`config.mk`:
```
export PLATFORM = sky130hd
export DESIGN_NAME = bldc_commutation_startup
export DESIGN_NICKNAME = d
export VERILOG_FILES = /design/src/bldc_commutation_startup.v
export VERILOG_INCLUDE_DIRS = /design/src
export SDC_FILE = /design/constraint.sdc
export NUM_CORES = 2
export LEC_CHECK = 0
export BUFFER_PORTS_ARGS = -buffer_cell sky130_fd_sc_hd__buf_2
export CORE_MARGIN = 1
export CORE_UTILIZATION = 40
export CTS_CLUSTER_SIZE = 12
export DETAILED_ROUTE_END_ITERATION = 16
export GPL_ROUTABILITY_DRIVEN = 1
export GPL_TIMING_DRIVEN = 0
export PLACE_DENSITY = 0.53
export SYNTH_ARGS = -nofsm -noshare
export SYNTH_HDL_FRONTEND = slang
export SYNTH_SLANG_ARGS = --single-unit
```
`constraint.sdc`:
```
create_clock -name sys_clk -period 29.2 [get_ports sys_clk]
set_clock_uncertainty 0.05 [all_clocks]
set_input_delay 2.92 -clock sys_clk [delete_from_list [all_inputs] [get_ports sys_clk]]
set_output_delay 2.92 -clock sys_clk [all_outputs]
set_load 0.05 [all_outputs]
```
`src/bldc_ctrl_regs.vh`:
```
/*
 * bldc_ctrl_regs.vh: register offsets, field positions, reset values and
 * timing counts for the brushless motor commutation block.
 * assumes: included by bldc_commutation_startup.v and by the bench; definitions only.
 */
`ifndef BLDC_CTRL_REGS_VH
`define BLDC_CTRL_REGS_VH

// register offsets (word index on the plain register port)
`define REG_CTRL        4'h0
`define REG_STATUS      4'h1
`define REG_ALIGN_CFG   4'h2
`define REG_ALIGN_DUTY  4'h3
`define REG_RAMP_CFG    4'h4
`define REG_RAMP_DUTY   4'h5
`define REG_BOOST_CFG   4'h6
`define REG_PI_GAIN     4'h7
`define REG_SPEED_SET   4'h8
`define REG_SPEED_MEAS  4'h9
`define REG_PWM_PERIOD  4'ha
`define REG_RAMP_TAB0   4'hb
`define REG_RAMP_TAB1   4'hc
`define REG_RAMP_TAB2   4'hd
`define REG_RAMP_TAB3   4'he

// control fields
`define CTRL_START_BIT    0
`define CTRL_STOP_BIT     1
`define CTRL_SENSORLESS   2
`define CTRL_CLOSED_LOOP  3
`define CTRL_DIR_BIT      4
`define CTRL_TRIP_CLR     5

// status fields
`define STAT_STATE_LSB    0
`define STAT_TRIP_BIT     3
`define STAT_SYNC_BIT     4
`define STAT_STEP_LSB     5

// reset values
`define PWM_PERIOD_RST    16'h03e8
`define ALIGN_STEPS_RST   8'h08
`define ALIGN_LEN_RST     16'h0064
`define ALIGN_DUTY0_RST   16'h0032
`define ALIGN_DINC_RST    16'h0019
`define RAMP_STEPS_RST    8'h04
`define RAMP_FORCED_RST   8'h02
`define RAMP_DUTY_RST     16'h0190
`define BOOST_DUTY_RST    16'h02bc
`define BOOST_LEN_RST     16'h07d0
`define PI_KP_RST         8'h04
`define PI_KI_RST         8'h01
`define SPEED_SET_RST     16'h1000
`define RAMP_TAB_RST      16'h0800

// timing: interval timer tick of 100 us at a 100 ns clock
`define TICK_US           100
`define CLK_NS            100
`define TICK_CYCLES       ((`TICK_US * 1000) / `CLK_NS)

`endif

```
`src/bldc_commutation_startup.v`:
```
/*
 * bldc_commutation_startup.v: commutation, start-up sequence, speed
 * measurement and overcurrent stop for a three-phase brushless motor.
 * assumes: hall, zero-cross and overcurrent comparator inputs are
 * asynchronous pins; software uses a one-cycle strobe register port.
 */
// Summary of operation
// (RULE1) start: align, ramp, then auto-commutate
// (RULE2) pwm only on active high-side switch
// (RULE3) low-side switch held on whole step
// (RULE4) back-emf sampled only in pwm off time
// (RULE5) off-time qualifying counter, count one, per edge
// (RULE6) one comparator, mux selects floating winding
// (RULE7) speed from time between same-winding crossings
// (RULE8) measured speed feeds pi controller
// (RULE9) pi output sets pwm duty
// (RULE10) selectable hall or sensorless mode
// (RULE11) hall event on both edges, each sensor
// (RULE12) each hall event updates switch pattern
// (RULE13) hall a edges capture speed timer
// (RULE14) sensorless align: a high, b c low on
// (RULE15) align current in equal timed duty steps
// (RULE16) ramp table shortening steps, constant current
// (RULE17) first ramp steps ignore position inputs
// (RULE18) then enable back-emf or hall detection
// (RULE19) all start parameters software programmable
// (RULE20) overcurrent stops the motor drive
// (RULE21) stopped or tripped: all six switches off
// (RULE22) boosted duty for preset time, then pi
`timescale 1ns/100ps
`include "bldc_ctrl_regs.vh"

module bldc_commutation_startup #(
   parameter TICK_CYCLES = `TICK_CYCLES
)
(
   // clock and reset
   input wire sys_clk,
   input wire rst,
   // register port
   input wire [3:0] reg_addr,
   input wire [15:0] reg_wdata,
   input wire reg_wr,
   input wire reg_rd,
   output reg [15:0] reg_rdata,
   // sensors and comparators
   input wire [2:0] hall_in,
   input wire zero_cross_in,
   input wire overcurrent_in,
   // bridge gate controls, index 0..2 = phase a..c
   output reg [2:0] high_switch,
   output reg [2:0] low_switch,
   output reg [1:0] bemf_mux_sel
);

   localparam ST_IDLE = 3'h0;
   localparam ST_ALIGN = 3'h1;
   localparam ST_RAMP = 3'h2;
   localparam ST_RUN = 3'h3;
   localparam ST_TRIP = 3'h4;

   // configuration registers
   reg sensorless_r, closed_loop_r, dir_r;
   reg [15:0] pwm_period_r, align_len_r, align_duty0_r, align_dinc_r;
   reg [7:0] align_steps_r, ramp_steps_r, ramp_forced_r;
   reg [15:0] ramp_duty_r, boost_duty_r, boost_len_r, speed_set_r;
   reg [7:0] kp_r, ki_r;
   reg [15:0] ramp_tab_r [0:3];

   // state
   reg [2:0] state_r;
   reg trip_r;
   reg [2:0] step_r;
   reg [7:0] step_cnt_r;
   reg [15:0] tmr_r;
   reg [15:0] tick_r;
   reg tick_pulse_r;
   reg [15:0] duty_r;
   reg [15:0] pwm_cnt_r;
   reg pwm_on_r;
   reg [15:0] boost_cnt_r;
   reg sync_r;
   reg [15:0] speed_cnt_r, speed_meas_r;
   reg [15:0] pi_out_r;
   reg [23:0] integ_r;
   reg hs_off_s1_r, hs_off_s2_r;
   reg zc_event_r;

   // synchronisers
   reg [2:0] hall_s1_r, hall_s2_r, hall_s3_r;
   reg zc_s1_r, zc_s2_r, zc_s3_r;
   reg oc_s1_r, oc_s2_r;

   always @(posedge sys_clk or posedge rst)
   begin
      if (rst)
      begin
         hall_s1_r <= 3'h0;
         hall_s2_r <= 3'h0;
         hall_s3_r <= 3'h0;
         zc_s1_r <= 1'b0;
         zc_s2_r <= 1'b0;
         zc_s3_r <= 1'b0;
         oc_s1_r <= 1'b0;
         oc_s2_r <= 1'b0;
      end
      else
      begin
         hall_s1_r <= hall_in;
         hall_s2_r <= hall_s1_r;
         hall_s3_r <= hall_s2_r;
         zc_s1_r <= zero_cross_in;
         zc_s2_r <= zc_s1_r;
         zc_s3_r <= zc_s2_r;
         oc_s1_r <= overcurrent_in;
         oc_s2_r <= oc_s1_r;
      end
   end

   wire [2:0] hall_edge = hall_s2_r ^ hall_s3_r; // RULE11
   wire hall_event = |hall_edge;
   wire zc_rise = zc_s2_r & ~zc_s3_r;
   wire sw_start = reg_wr && reg_addr == `REG_CTRL && reg_wdata[`CTRL_START_BIT];
   wire sw_stop = reg_wr && reg_addr == `REG_CTRL && reg_wdata[`CTRL_STOP_BIT];
   wire trip_clr = reg_wr && reg_addr == `REG_CTRL && reg_wdata[`CTRL_TRIP_CLR];
   wire tmr_done = tmr_r == 16'h0000;

   // hall code 1..6 to commutation step 0..5; illegal codes hold the step
   reg [2:0] hall_step;
   always @*
   begin
      case (hall_s2_r)
         3'h5: hall_step = 3'h0;
         3'h1: hall_step = 3'h1;
         3'h3: hall_step = 3'h2;
         3'h2: hall_step = 3'h3;
         3'h6: hall_step = 3'h4;
         3'h4: hall_step = 3'h5;
         default: hall_step = step_r;
      endcase
   end

   wire [2:0] step_fwd = (step_r == 3'h5) ? 3'h0 : step_r + 3'h1;
   wire [2:0] step_rev = (step_r == 3'h0) ? 3'h5 : step_r - 3'h1;
   wire [2:0] step_next = dir_r ? step_rev : step_fwd;

   // position event: hall edge or off-time qualified crossing
   wire pos_event = sensorless_r ? zc_event_r : hall_event; // RULE10

   // software registers
   integer i;
   always @(posedge sys_clk or posedge rst)
   begin
      if (rst)
      begin
         sensorless_r <= 1'b0;
         closed_loop_r <= 1'b0;
         dir_r <= 1'b0;
         pwm_period_r <= `PWM_PERIOD_RST;
         align_steps_r <= `ALIGN_STEPS_RST;
         align_len_r <= `ALIGN_LEN_RST;
         align_duty0_r <= `ALIGN_DUTY0_RST;
         align_dinc_r <= `ALIGN_DINC_RST;
         ramp_steps_r <= `RAMP_STEPS_RST;
         ramp_forced_r <= `RAMP_FORCED_RST;
         ramp_duty_r <= `RAMP_DUTY_RST;
         boost_duty_r <= `BOOST_DUTY_RST;
         boost_len_r <= `BOOST_LEN_RST;
         kp_r <= `PI_KP_RST;
         ki_r <= `PI_KI_RST;
         speed_set_r <= `SPEED_SET_RST;
         for (i = 0; i < 4; i = i + 1)
            ramp_tab_r[i] <= `RAMP_TAB_RST;
      end
      else if (reg_wr)
      begin
         case (reg_addr) // RULE19
            `REG_CTRL:
            begin
               sensorless_r <= reg_wdata[`CTRL_SENSORLESS];
               closed_loop_r <= reg_wdata[`CTRL_CLOSED_LOOP];
               dir_r <= reg_wdata[`CTRL_DIR_BIT];
            end
            `REG_ALIGN_CFG:
            begin
               align_steps_r <= reg_wdata[7:0];
               align_len_r <= {8'h00, reg_wdata[15:8]};
            end
            `REG_ALIGN_DUTY:
            begin
               align_duty0_r <= {8'h00, reg_wdata[7:0]};
               align_dinc_r <= {8'h00, reg_wdata[15:8]};
            end
            `REG_RAMP_CFG:
            begin
               ramp_steps_r <= reg_wdata[7:0];
               ramp_forced_r <= reg_wdata[15:8];
            end
            `REG_RAMP_DUTY: ramp_duty_r <= reg_wdata;
            `REG_BOOST_CFG: boost_duty_r <= reg_wdata;
            `REG_PI_GAIN:
            begin
               kp_r <= reg_wdata[7:0];
               ki_r <= reg_wdata[15:8];
            end
            `REG_SPEED_SET: speed_set_r <= reg_wdata;
            `REG_PWM_PERIOD: pwm_period_r <= reg_wdata;
            `REG_SPEED_MEAS: boost_len_r <= reg_wdata;
            `REG_RAMP_TAB0: ramp_tab_r[0] <= reg_wdata;
            `REG_RAMP_TAB1: ramp_tab_r[1] <= reg_wdata;
            `REG_RAMP_TAB2: ramp_tab_r[2] <= reg_wdata;
            `REG_RAMP_TAB3: ramp_tab_r[3] <= reg_wdata;
            default: ;
         endcase
      end
   end

   // interval timer tick
   always @(posedge sys_clk or posedge rst)
   begin
      if (rst)
      begin
         tick_r <= 16'h0000;
         tick_pulse_r <= 1'b0;
      end
      else
      begin
         tick_pulse_r <= tick_r == TICK_CYCLES[15:0] - 16'h0001;
         tick_r <= (tick_r == TICK_CYCLES[15:0] - 16'h0001) ? 16'h0000 : tick_r + 16'h0001;
      end
   end

   // pwm carrier
   always @(posedge sys_clk or posedge rst)
   begin
      if (rst)
      begin
         pwm_cnt_r <= 16'h0000;
         pwm_on_r <= 1'b0;
      end
      else
      begin
         pwm_cnt_r <= (pwm_cnt_r >= pwm_period_r - 16'h0001) ? 16'h0000 : pwm_cnt_r + 16'h0001;
         pwm_on_r <= pwm_cnt_r < duty_r;
      end
   end

   // off-time qualifier: the off flag is delayed as deep as the pin synchroniser,
   // so an edge is judged by the pwm phase in which the pin moved
   always @(posedge sys_clk or posedge rst)
   begin
      if (rst)
      begin
         hs_off_s1_r <= 1'b0;
         hs_off_s2_r <= 1'b0;
         zc_event_r <= 1'b0;
      end
      else
      begin
         hs_off_s1_r <= high_switch == 3'h0; // RULE4
         hs_off_s2_r <= hs_off_s1_r;
         // terminal count one: every qualified edge is an event
         zc_event_r <= hs_off_s2_r && zc_rise && sensorless_r; // RULE5
      end
   end

   // speed timer: capture on hall a edges or winding b crossings in step 1
   wire speed_cap = sensorless_r ? (zc_event_r && step_r[2:0] == 3'h1) // RULE7
                                 : hall_edge[0]; // RULE13
   always @(posedge sys_clk or posedge rst)
   begin
      if (rst)
      begin
         speed_cnt_r <= 16'h0000;
         speed_meas_r <= 16'h0000;
      end
      else if (speed_cap && sync_r)
      begin
         speed_meas_r <= speed_cnt_r;
         speed_cnt_r <= 16'h0000;
      end
      else if (speed_cnt_r != 16'hffff)
         speed_cnt_r <= speed_cnt_r + 16'h0001;
   end

   // pi loop on period error; shorter period means faster
   wire signed [16:0] err = {1'b0, speed_meas_r} - {1'b0, speed_set_r}; // RULE8
   wire signed [24:0] pi_sum = $signed({integ_r[23], integ_r}) + (err * $signed({1'b0, kp_r}));
   wire signed [24:0] integ_add = err * $signed({1'b0, ki_r});
   always @(posedge sys_clk or posedge rst)
   begin
      if (rst)
      begin
         integ_r <= 24'h000000;
         pi_out_r <= 16'h0000;
      end
      else if (state_r != ST_RUN)
      begin
         integ_r <= {8'h00, boost_duty_r};
         pi_out_r <= boost_duty_r;
      end
      else if (speed_cap)
      begin
         integ_r <= integ_r + integ_add[23:0];
         pi_out_r <= pi_sum[24] ? 16'h0000 : (|pi_sum[23:16] ? 16'hffff : pi_sum[15:0]);
      end
   end

   // start sequencer
   always @(posedge sys_clk or posedge rst)
   begin
      if (rst)
      begin
         state_r <= ST_IDLE;
         trip_r <= 1'b0;
         step_r <= 3'h0;
         step_cnt_r <= 8'h00;
         tmr_r <= 16'h0000;
         duty_r <= 16'h0000;
         boost_cnt_r <= 16'h0000;
         sync_r <= 1'b0;
      end
      else if (oc_s2_r)
      begin
         state_r <= ST_TRIP; // RULE20
         trip_r <= 1'b1;
         duty_r <= 16'h0000;
         sync_r <= 1'b0;
      end
      else if (sw_stop)
      begin
         state_r <= ST_IDLE;
         duty_r <= 16'h0000;
         sync_r <= 1'b0;
      end
      else
      begin
         if (tick_pulse_r && !tmr_done)
            tmr_r <= tmr_r - 16'h0001;
         case (state_r)
            ST_IDLE:
               if (sw_start) // RULE1
               begin
                  state_r <= ST_ALIGN;
                  step_cnt_r <= 8'h00;
                  tmr_r <= align_len_r;
                  duty_r <= align_duty0_r;
                  step_r <= 3'h0;
               end
            ST_ALIGN:
               if (tick_pulse_r && tmr_done)
               begin
                  if (step_cnt_r + 8'h01 >= align_steps_r)
                  begin
                     state_r <= ST_RAMP;
                     step_cnt_r <= 8'h00;
                     tmr_r <= ramp_tab_r[0];
                     duty_r <= ramp_duty_r; // RULE16
                     step_r <= 3'h1;
                  end
                  else
                  begin
                     step_cnt_r <= step_cnt_r + 8'h01;
                     tmr_r <= align_len_r; // RULE15
                     duty_r <= duty_r + align_dinc_r;
                  end
               end
            ST_RAMP:
               if (step_cnt_r >= ramp_forced_r && pos_event) // RULE18
               begin
                  state_r <= ST_RUN;
                  sync_r <= 1'b1;
                  boost_cnt_r <= boost_len_r;
                  duty_r <= boost_duty_r;
                  step_r <= sensorless_r ? step_next : hall_step;
               end
               else if (tick_pulse_r && tmr_done) // RULE17
               begin
                  step_r <= step_next;
                  step_cnt_r <= step_cnt_r + 8'h01;
                  tmr_r <= ramp_tab_r[(step_cnt_r + 8'h01) > 8'h03 ? 2'h3 : step_cnt_r[1:0] + 2'h1];
                  if (step_cnt_r + 8'h01 >= ramp_steps_r && step_cnt_r >= ramp_forced_r)
                     state_r <= ST_IDLE;
               end
            ST_RUN:
            begin
               if (sensorless_r && zc_event_r)
                  step_r <= step_next;
               else if (!sensorless_r && hall_event)
                  step_r <= hall_step; // RULE12
               if (boost_cnt_r != 16'h0000)
               begin
                  if (tick_pulse_r)
                     boost_cnt_r <= boost_cnt_r - 16'h0001; // RULE22
               end
               else if (closed_loop_r)
                  duty_r <= pi_out_r; // RULE9
            end
            ST_TRIP:
               if (trip_clr)
               begin
                  state_r <= ST_IDLE;
                  trip_r <= 1'b0;
               end
            default: state_r <= ST_IDLE;
         endcase
      end
   end

   // bridge pattern per step: high leg, low leg, floating leg
   reg [1:0] hi_leg, lo_leg, fl_leg;
   always @*
   begin
      case (step_r)
         3'h0: begin hi_leg = 2'd0; lo_leg = 2'd1; fl_leg = 2'd2; end
         3'h1: begin hi_leg = 2'd0; lo_leg = 2'd2; fl_leg = 2'd1; end
         3'h2: begin hi_leg = 2'd1; lo_leg = 2'd2; fl_leg = 2'd0; end
         3'h3: begin hi_leg = 2'd1; lo_leg = 2'd0; fl_leg = 2'd2; end
         3'h4: begin hi_leg = 2'd2; lo_leg = 2'd0; fl_leg = 2'd1; end
         3'h5: begin hi_leg = 2'd2; lo_leg = 2'd1; fl_leg = 2'd0; end
         default: begin hi_leg = 2'd0; lo_leg = 2'd1; fl_leg = 2'd2; end
      endcase
   end

   wire running = state_r == ST_RAMP || state_r == ST_RUN;
   always @(posedge sys_clk or posedge rst)
   begin
      if (rst)
      begin
         high_switch <= 3'h0;
         low_switch <= 3'h0;
         bemf_mux_sel <= 2'd0;
      end
      else if (oc_s2_r || trip_r || state_r == ST_IDLE)
      begin
         high_switch <= 3'h0; // RULE21
         low_switch <= 3'h0;
      end
      else if (state_r == ST_ALIGN)
      begin
         high_switch <= {2'b00, pwm_on_r}; // RULE14
         low_switch <= 3'b110;
      end
      else if (running)
      begin
         high_switch <= pwm_on_r ? (3'b001 << hi_leg) : 3'h0; // RULE2
         low_switch <= 3'b001 << lo_leg; // RULE3
         bemf_mux_sel <= fl_leg; // RULE6
      end
   end

   // read port
   always @(posedge sys_clk or posedge rst)
   begin
      if (rst)
         reg_rdata <= 16'h0000;
      else if (reg_rd)
      begin
         case (reg_addr)
            `REG_CTRL: reg_rdata <= {10'h000, 1'b0, dir_r, closed_loop_r, sensorless_r, 2'b00};
            `REG_STATUS: reg_rdata <= {8'h00, step_r, sync_r, trip_r, state_r};
            `REG_ALIGN_CFG: reg_rdata <= {align_len_r[7:0], align_steps_r};
            `REG_ALIGN_DUTY: reg_rdata <= {align_dinc_r[7:0], align_duty0_r[7:0]};
            `REG_RAMP_CFG: reg_rdata <= {ramp_forced_r, ramp_steps_r};
            `REG_RAMP_DUTY: reg_rdata <= ramp_duty_r;
            `REG_BOOST_CFG: reg_rdata <= boost_duty_r;
            `REG_PI_GAIN: reg_rdata <= {ki_r, kp_r};
            `REG_SPEED_SET: reg_rdata <= speed_set_r;
            `REG_SPEED_MEAS: reg_rdata <= speed_meas_r;
            `REG_PWM_PERIOD: reg_rdata <= pwm_period_r;
            `REG_RAMP_TAB0: reg_rdata <= ramp_tab_r[0];
            `REG_RAMP_TAB1: reg_rdata <= ramp_tab_r[1];
            `REG_RAMP_TAB2: reg_rdata <= ramp_tab_r[2];
            `REG_RAMP_TAB3: reg_rdata <= ramp_tab_r[3];
            default: reg_rdata <= 16'h0000;
         endcase
      end
      else
         reg_rdata <= 16'h0000;
   end

endmodule

```
**Word level (Yosys, flattened, before mapping)**

Index checks and enable logic that the tools add are counted.

- Input port bits: 29
- ROM bits: 0
- Word-level logic and storage cells: 289
- Memories: 0
- Register bits: 422
- Output and inout port bits: 24
- Bits in latches: 0
- Bits in writable memories: 0

- Add/subtract/negate cells: 14
- Divide/modulo/power cells: 0
- Reduce and logical (&&, ||, !) cells: 67
- Order comparisons: 7
- Multiply operators: 2
- Eq/ne operators: 53
- Shift operators: 2
- Bitwise gates (word level): 8
- Mux-type cells: 85

Operator list:

| cell | number |
|---|---|
| $mux 16 | 28 |
| $pmux 16 s15 | 1 |
| $mux 3 | 27 |
| $pmux 16 s4 | 1 |
| $add 16x1->16 const B | 3 |
| $mux 24 | 2 |
| $pmux 16 s3 | 1 |
| $sub 16x1->16 const B | 3 |
| $mux 8 | 5 |
| $bmux 16 s2 | 1 |
| $pmux 16 s2 | 1 |
| $reduce_and 2->1 | 16 |
| $eq 4x4->1 const B | 7 |
| $ne 4x4->1 const B | 7 |
| $add 24x25->25 | 1 |
| $mul 17x9->25 | 1 |
| $add 24x24->24 | 1 |
| $ge 8x8->1 | 3 |
| $mul 17x9->24 | 1 |
| $pmux 8 s3 | 1 |
| $eq 3x2->1 const B | 6 |
| $eq 3x3->1 const B | 6 |
| $ne 2x2->1 const B | 9 |
| $pmux 3 s6 | 1 |
| other kinds (47) | 105 |

**Depth between registers and ports, before layout**

- Depth in word-level cells: 10
- Depth in mapped cells: 36
- Mapped depth without buffers: 33

**Least setup slack after synthesis**

Ideal clock, no wire load.

- Path type: register to register
- From: register speed_set_r[1]
- To: register pi_out_r[3]
- Path buffers: 3
- Period minus slack after synthesis: 8.135 ns
- Arrival time: 7.947 ns
- Slack: 21.065 ns
- Required time: 29.012 ns
- Library setup time: 0.138 ns
- Cell stages (with the launch flop): 34
- Cell sequence: dfrtp_1 > inv_1 > ha_1 > nor2b_1 > o21ai_0 > a21boi_1 > o21ai_0 > a21boi_1 > o2111ai_1 > a31oi_1 > a41oi_1 > o311a_1 > clkbuf_1 > and2_1 > fa_1 > fa_1 > inv_1 > fa_1 > inv_1 > fa_1 > fa_1 > ha_1 > a21oi_1 > o21ai_1 > a211oi_1 > nor3b_1 > o31a_1 > nor4b_1 > o2111ai_1 > or4_1 > buf_2 > buf_6 > nor2_1 > o211ai_1

- Word-level cells in the longest chain between the ends: 8

RTL lines:

| item | line | source |
|---|---|---|
| from (decl) | bldc_commutation_startup.v:66 | `reg [15:0] ramp_duty_r, boost_duty_r, boost_len_r, speed_set_r;` |
| from (signal assigned) | bldc_commutation_startup.v:171 | `` speed_set_r <= `SPEED_SET_RST; `` |
| from (signal assigned) | bldc_commutation_startup.v:206 | `` `REG_SPEED_SET: speed_set_r <= reg_wdata; `` |
| $sub 16x16->17 * | bldc_commutation_startup.v:287 | `wire signed [16:0] err = {1'b0, speed_meas_r} - {1'b0, speed_set_r};` |
| $mul 17x9->25 * | bldc_commutation_startup.v:288 | `wire signed [24:0] pi_sum = $signed({integ_r[23], integ_r}) + (err * $signed({1'b0, kp_r}));` |
| $add 24x25->25 * | bldc_commutation_startup.v:288 |  |
| $reduce_or 8->1 | bldc_commutation_startup.v:305 | `pi_out_r <= pi_sum[24] ? 16'h0000 : (\|pi_sum[23:16] ? 16'hffff : pi_sum[15:0]);` |
| $mux 16 | bldc_commutation_startup.v:305 |  |
| $mux 16 * | bldc_commutation_startup.v:305 |  |
| $mux 16 * | bldc_commutation_startup.v:302 | `else if (speed_cap)` |
| $mux 16 * | bldc_commutation_startup.v:297 | `else if (state_r != ST_RUN)` |
| to (signal assigned) | bldc_commutation_startup.v:300 | `pi_out_r <= boost_duty_r;` |
| to (signal assigned) | bldc_commutation_startup.v:305 |  |
| to (decl) | bldc_commutation_startup.v:84 | `reg [15:0] pi_out_r;` |

Every way passes the cells marked *; elsewhere a longest branch is shown, timed or not. The select of a mux whose other input is x is not followed.
A chain may end at the register's enable or synchronous reset.

**Worst setup path in the final report**

- From: register speed_set_r[1]
- To: register pi_out_r[2]

Same word-level chain as after synthesis.

==> impl_metrics.tcl <==
set metrics [dict create \
    fill_cells 8421 \
    drc 0 \
    max_cap_viol_count 1 \
    critPathMaxStageDelay_ps 560 \
    start_util 0.404 \
    ios 53 \
    status "finished with violations" \
    cp-end-kind "register" \
    synth.top_cell.area_share 0.277 \
    cts_buffer_depth 3 \
    ys_types 85 \
    yosys_register_bits 422 \
    failed_checks "max-capacitance violations, max-slew violations" \
    die_x_microns 296 \
    globalplace.congestion 0.998 \
    setup_violations 0 \
    antenna_found_initial 5 \
    wl_per_cell_microns 25.6 \
    core_sq_mm 0.0853 \
    grt_pass1_wl_microns 185000 \
    cts.reportedPaths.clkPinSlew_ps 60 \
    synth-async-reset-ratio 1.00 \
    cts.sinks 422 \
    routed_via_density 5.76 \
    port_buffers 48 \
    vias 28300 \
    worst_pin_slew_ps 1520 \
    dp_hpwl_microns 97800 \
    postCtsSetupRepairBufs 0 \
    crit_type "reg2reg" \
    ys_warn_count 0 \
    first_pass_iters 6 \
    yosysTopAreaCell "dfrtp_1" \
    drive_gt1_frac 0.114 \
    crit_required_ps 29700 \
    finalWirelength_microns 125000 \
    rows 107 \
    synth_area_sq_mm 0.0345 \
    clock.fmax_mhz 99.8 \
    synth_edf_count 0 \
    clock-root-buffer "clkbuf_16" \
    die_y_microns 296 \
    finalCriticalPeriod_ps 10020 \
    crit_arrival_ps 10520 \
    startpoint_type "register" \
    synth_ff_type "dfrtp_1" \
    track_usage 0.289 \
    ys_seq_area_frac 0.308 \
    gr-total-overflow 0 \
    cp_max_fo 10 \
    syn-num-nets 4094 \
    hold_viol_final 0 \
    final_nets 4199 \
    min_path_type "reg2reg" \
    rsz0062_at_grt "false" \
    drtAntennaViolNets 0 \
    hold_buffers 0 \
    max_slew_margin -0.0225 \
    synth_area_leaders "dfrtp_1 (28%), fa_1 (15%), ha_1 (7.3%)" \
    area_growth_pct 10.4 \
    crit_top_cell "fa_1" \
    slowest_stage "a41oi_1" \
    fin_setup_tns_ps 0 \
    synth.avg_cell_area_sq_um 9.54 \
    dr.first_iter.drc_count 2878 \
    grt_max_degree 124 \
    die-area_sq_mm 0.0874 \
    postSynthCellCount 3614 \
    htreeDepth 2 \
    drv_slew 9 \
    clk_latency_ps 640 \
    finalCritPeriodShare 0.343 \
    grt_pass1_vias 27200 \
    numCtsBuffers 51 \
    cts_tree "yes" \
    ctsResizeCount 0 \
]
## Yosys cell counts, types with 11 or more instances
cell type  instances
nand2b_1          52
o21a_1            14
xnor2_1           88
a21o_1            52
a31oi_1           64
a22oi_1           38
nand3_1           74
a222oi_1          11
clkbuf_1         183
ha_1             201
a21oi_1          152
o21ai_0          130
nor3_1            57
nor4_1            16
buf_1             12
dfstp_2           40
nor2b_1           34
a22o_1            30
and2_1           140
mux2_2           223
a221oi_1          37
fa_1             250
inv_1            380
and3_1            29
dfrtp_1          382
mux2i_1           42
nor2_1           165
a211oi_1          35
o211ai_1          31
nand3b_1          24
nand4_1           34
xor2_1            54
or3_1             13
nand2_1          361
o31ai_1           13
## cell families (layout without fill, tap and decap cells)
logic type | after synthesis | after routing | synth area share
xor gates and xnor gates | 142 | 142 | 0.0361
and+or+nand+nor | 1033 | 1033 | 0.147
other | 0 | 1 | 0
adders and majority gates | 451 | 451 | 0.218
buffers and inverters | 580 | 728 | 0.0635
DFF | 422 | 422 | 0.308
AOI/OAI and AO/OA | 720 | 720 | 0.142
muxes | 266 | 266 | 0.0857
## worst paths after layout
kind	from	endpoint	slack (ps)	depth (start not counted)
worst max-delay path	speed_set_r[1]$_DFFE_PP0P_	pi_out_r[2]$_DFFE_PP0P_	19180	31
worst min-delay path	hall_s1_r[0]$_DFF_PP0_	hall_s2_r[0]$_DFF_PP0_	300	0
worst max register to register	speed_set_r[1]$_DFFE_PP0P_	pi_out_r[2]$_DFFE_PP0P_	19180	31
worst min register to register	hall_s1_r[0]$_DFF_PP0_	hall_s2_r[0]$_DFF_PP0_	300	0
max in group asynchronous	rst	speed_meas_r[12]$_DFFE_PP0P_	25150	4
min in group asynchronous	rst	zc_s2_r$_DFF_PP0_	2380	2
## worst max-delay path, delay by kind of cell (launching register included)
family          cells  cell delay, ps
simple gates        5            1450
fa+ha+maj           7            3060
buf+inv             5            1060
compound gates     13            3460
flops               1             460
xor+xnor            1             390
## per-layer routing
metal  vias up  global-route usage  routed length (microns)
li1      12700                   -                        -
met1     14200               0.394                    52800
met2      1142               0.454                    57300
met3       281              0.0420                     9040
met4         4               0.132                     6390
met5         -                   0                       26
## per-stage QoR
stage,setup WS [ps],instance area [sq um],cells,hold slack [ps],util
after floorplan,14550,34500,3614,281,-
after global placement,8860,36100,4806,284,0.424
after detailed placement,19320,36200,4810,286,0.425
after CTS,19300,38100,4906,299,0.446
after global routing,18580,38100,4906,305,0.446
final,19180,38100,4907,298,0.446
## cell usage in the layout (no fill, tap or decap), types with 14 or more instances in the layout
cell         n
a211oi_1    35
a21o_1      52
a21oi_1    152
a221oi_1    37
a22o_1      30
a22oi_1     38
a31oi_1     64
and2_1     140
and3_1      29
buf_2       53
clkbuf_1   191
clkbuf_16   51
dfrtp_1    382
dfstp_2     40
fa_1       250
ha_1       201
inv_1      379
mux2_2     223
mux2i_1     42
nand2_1    361
nand2b_1    52
nand3_1     74
nand3b_1    24
nand4_1     34
nor2_1     165
nor2b_1     34
nor3_1      57
nor4_1      16
o211ai_1    31
o21a_1      14
o21ai_0    130
xnor2_1     88
xor2_1      54
## cell type report
type,instances,area [sq um],share of cell area
multi-input combinational,2612,21700,0.569
sequential,422,10600,0.279
clock inverter,24,339,0.00891
buffer,200,763,0.0200
tap,1144,1430,0.0376
antenna,1,2.50,0.0000657
inverter,380,1430,0.0377
clock buffer,72,1490,0.0390
timing repair buffer,52,328,0.00861
## state kept, by name (all words and copies together) (netlist names), 16 cells and up
| name | cells |
|---|---|
| pi_out_r | 16 |
| boost_duty_r | 16 |
| ramp_tab_r | 64 |
| tick_r | 16 |
| tmr_r | 16 |
| ramp_duty_r | 16 |
| integ_r | 24 |
| speed_set_r | 16 |
| boost_cnt_r | 16 |
| pwm_cnt_r | 16 |
| duty_r | 16 |
| reg_rdata | 16 |
| boost_len_r | 16 |
| pwm_period_r | 16 |
| speed_cnt_r | 16 |
| speed_meas_r | 16 |
Power is left out: the tool's default activity adds up to more than one toggle a clock period on the data nets, which glitch-free logic cannot reach.
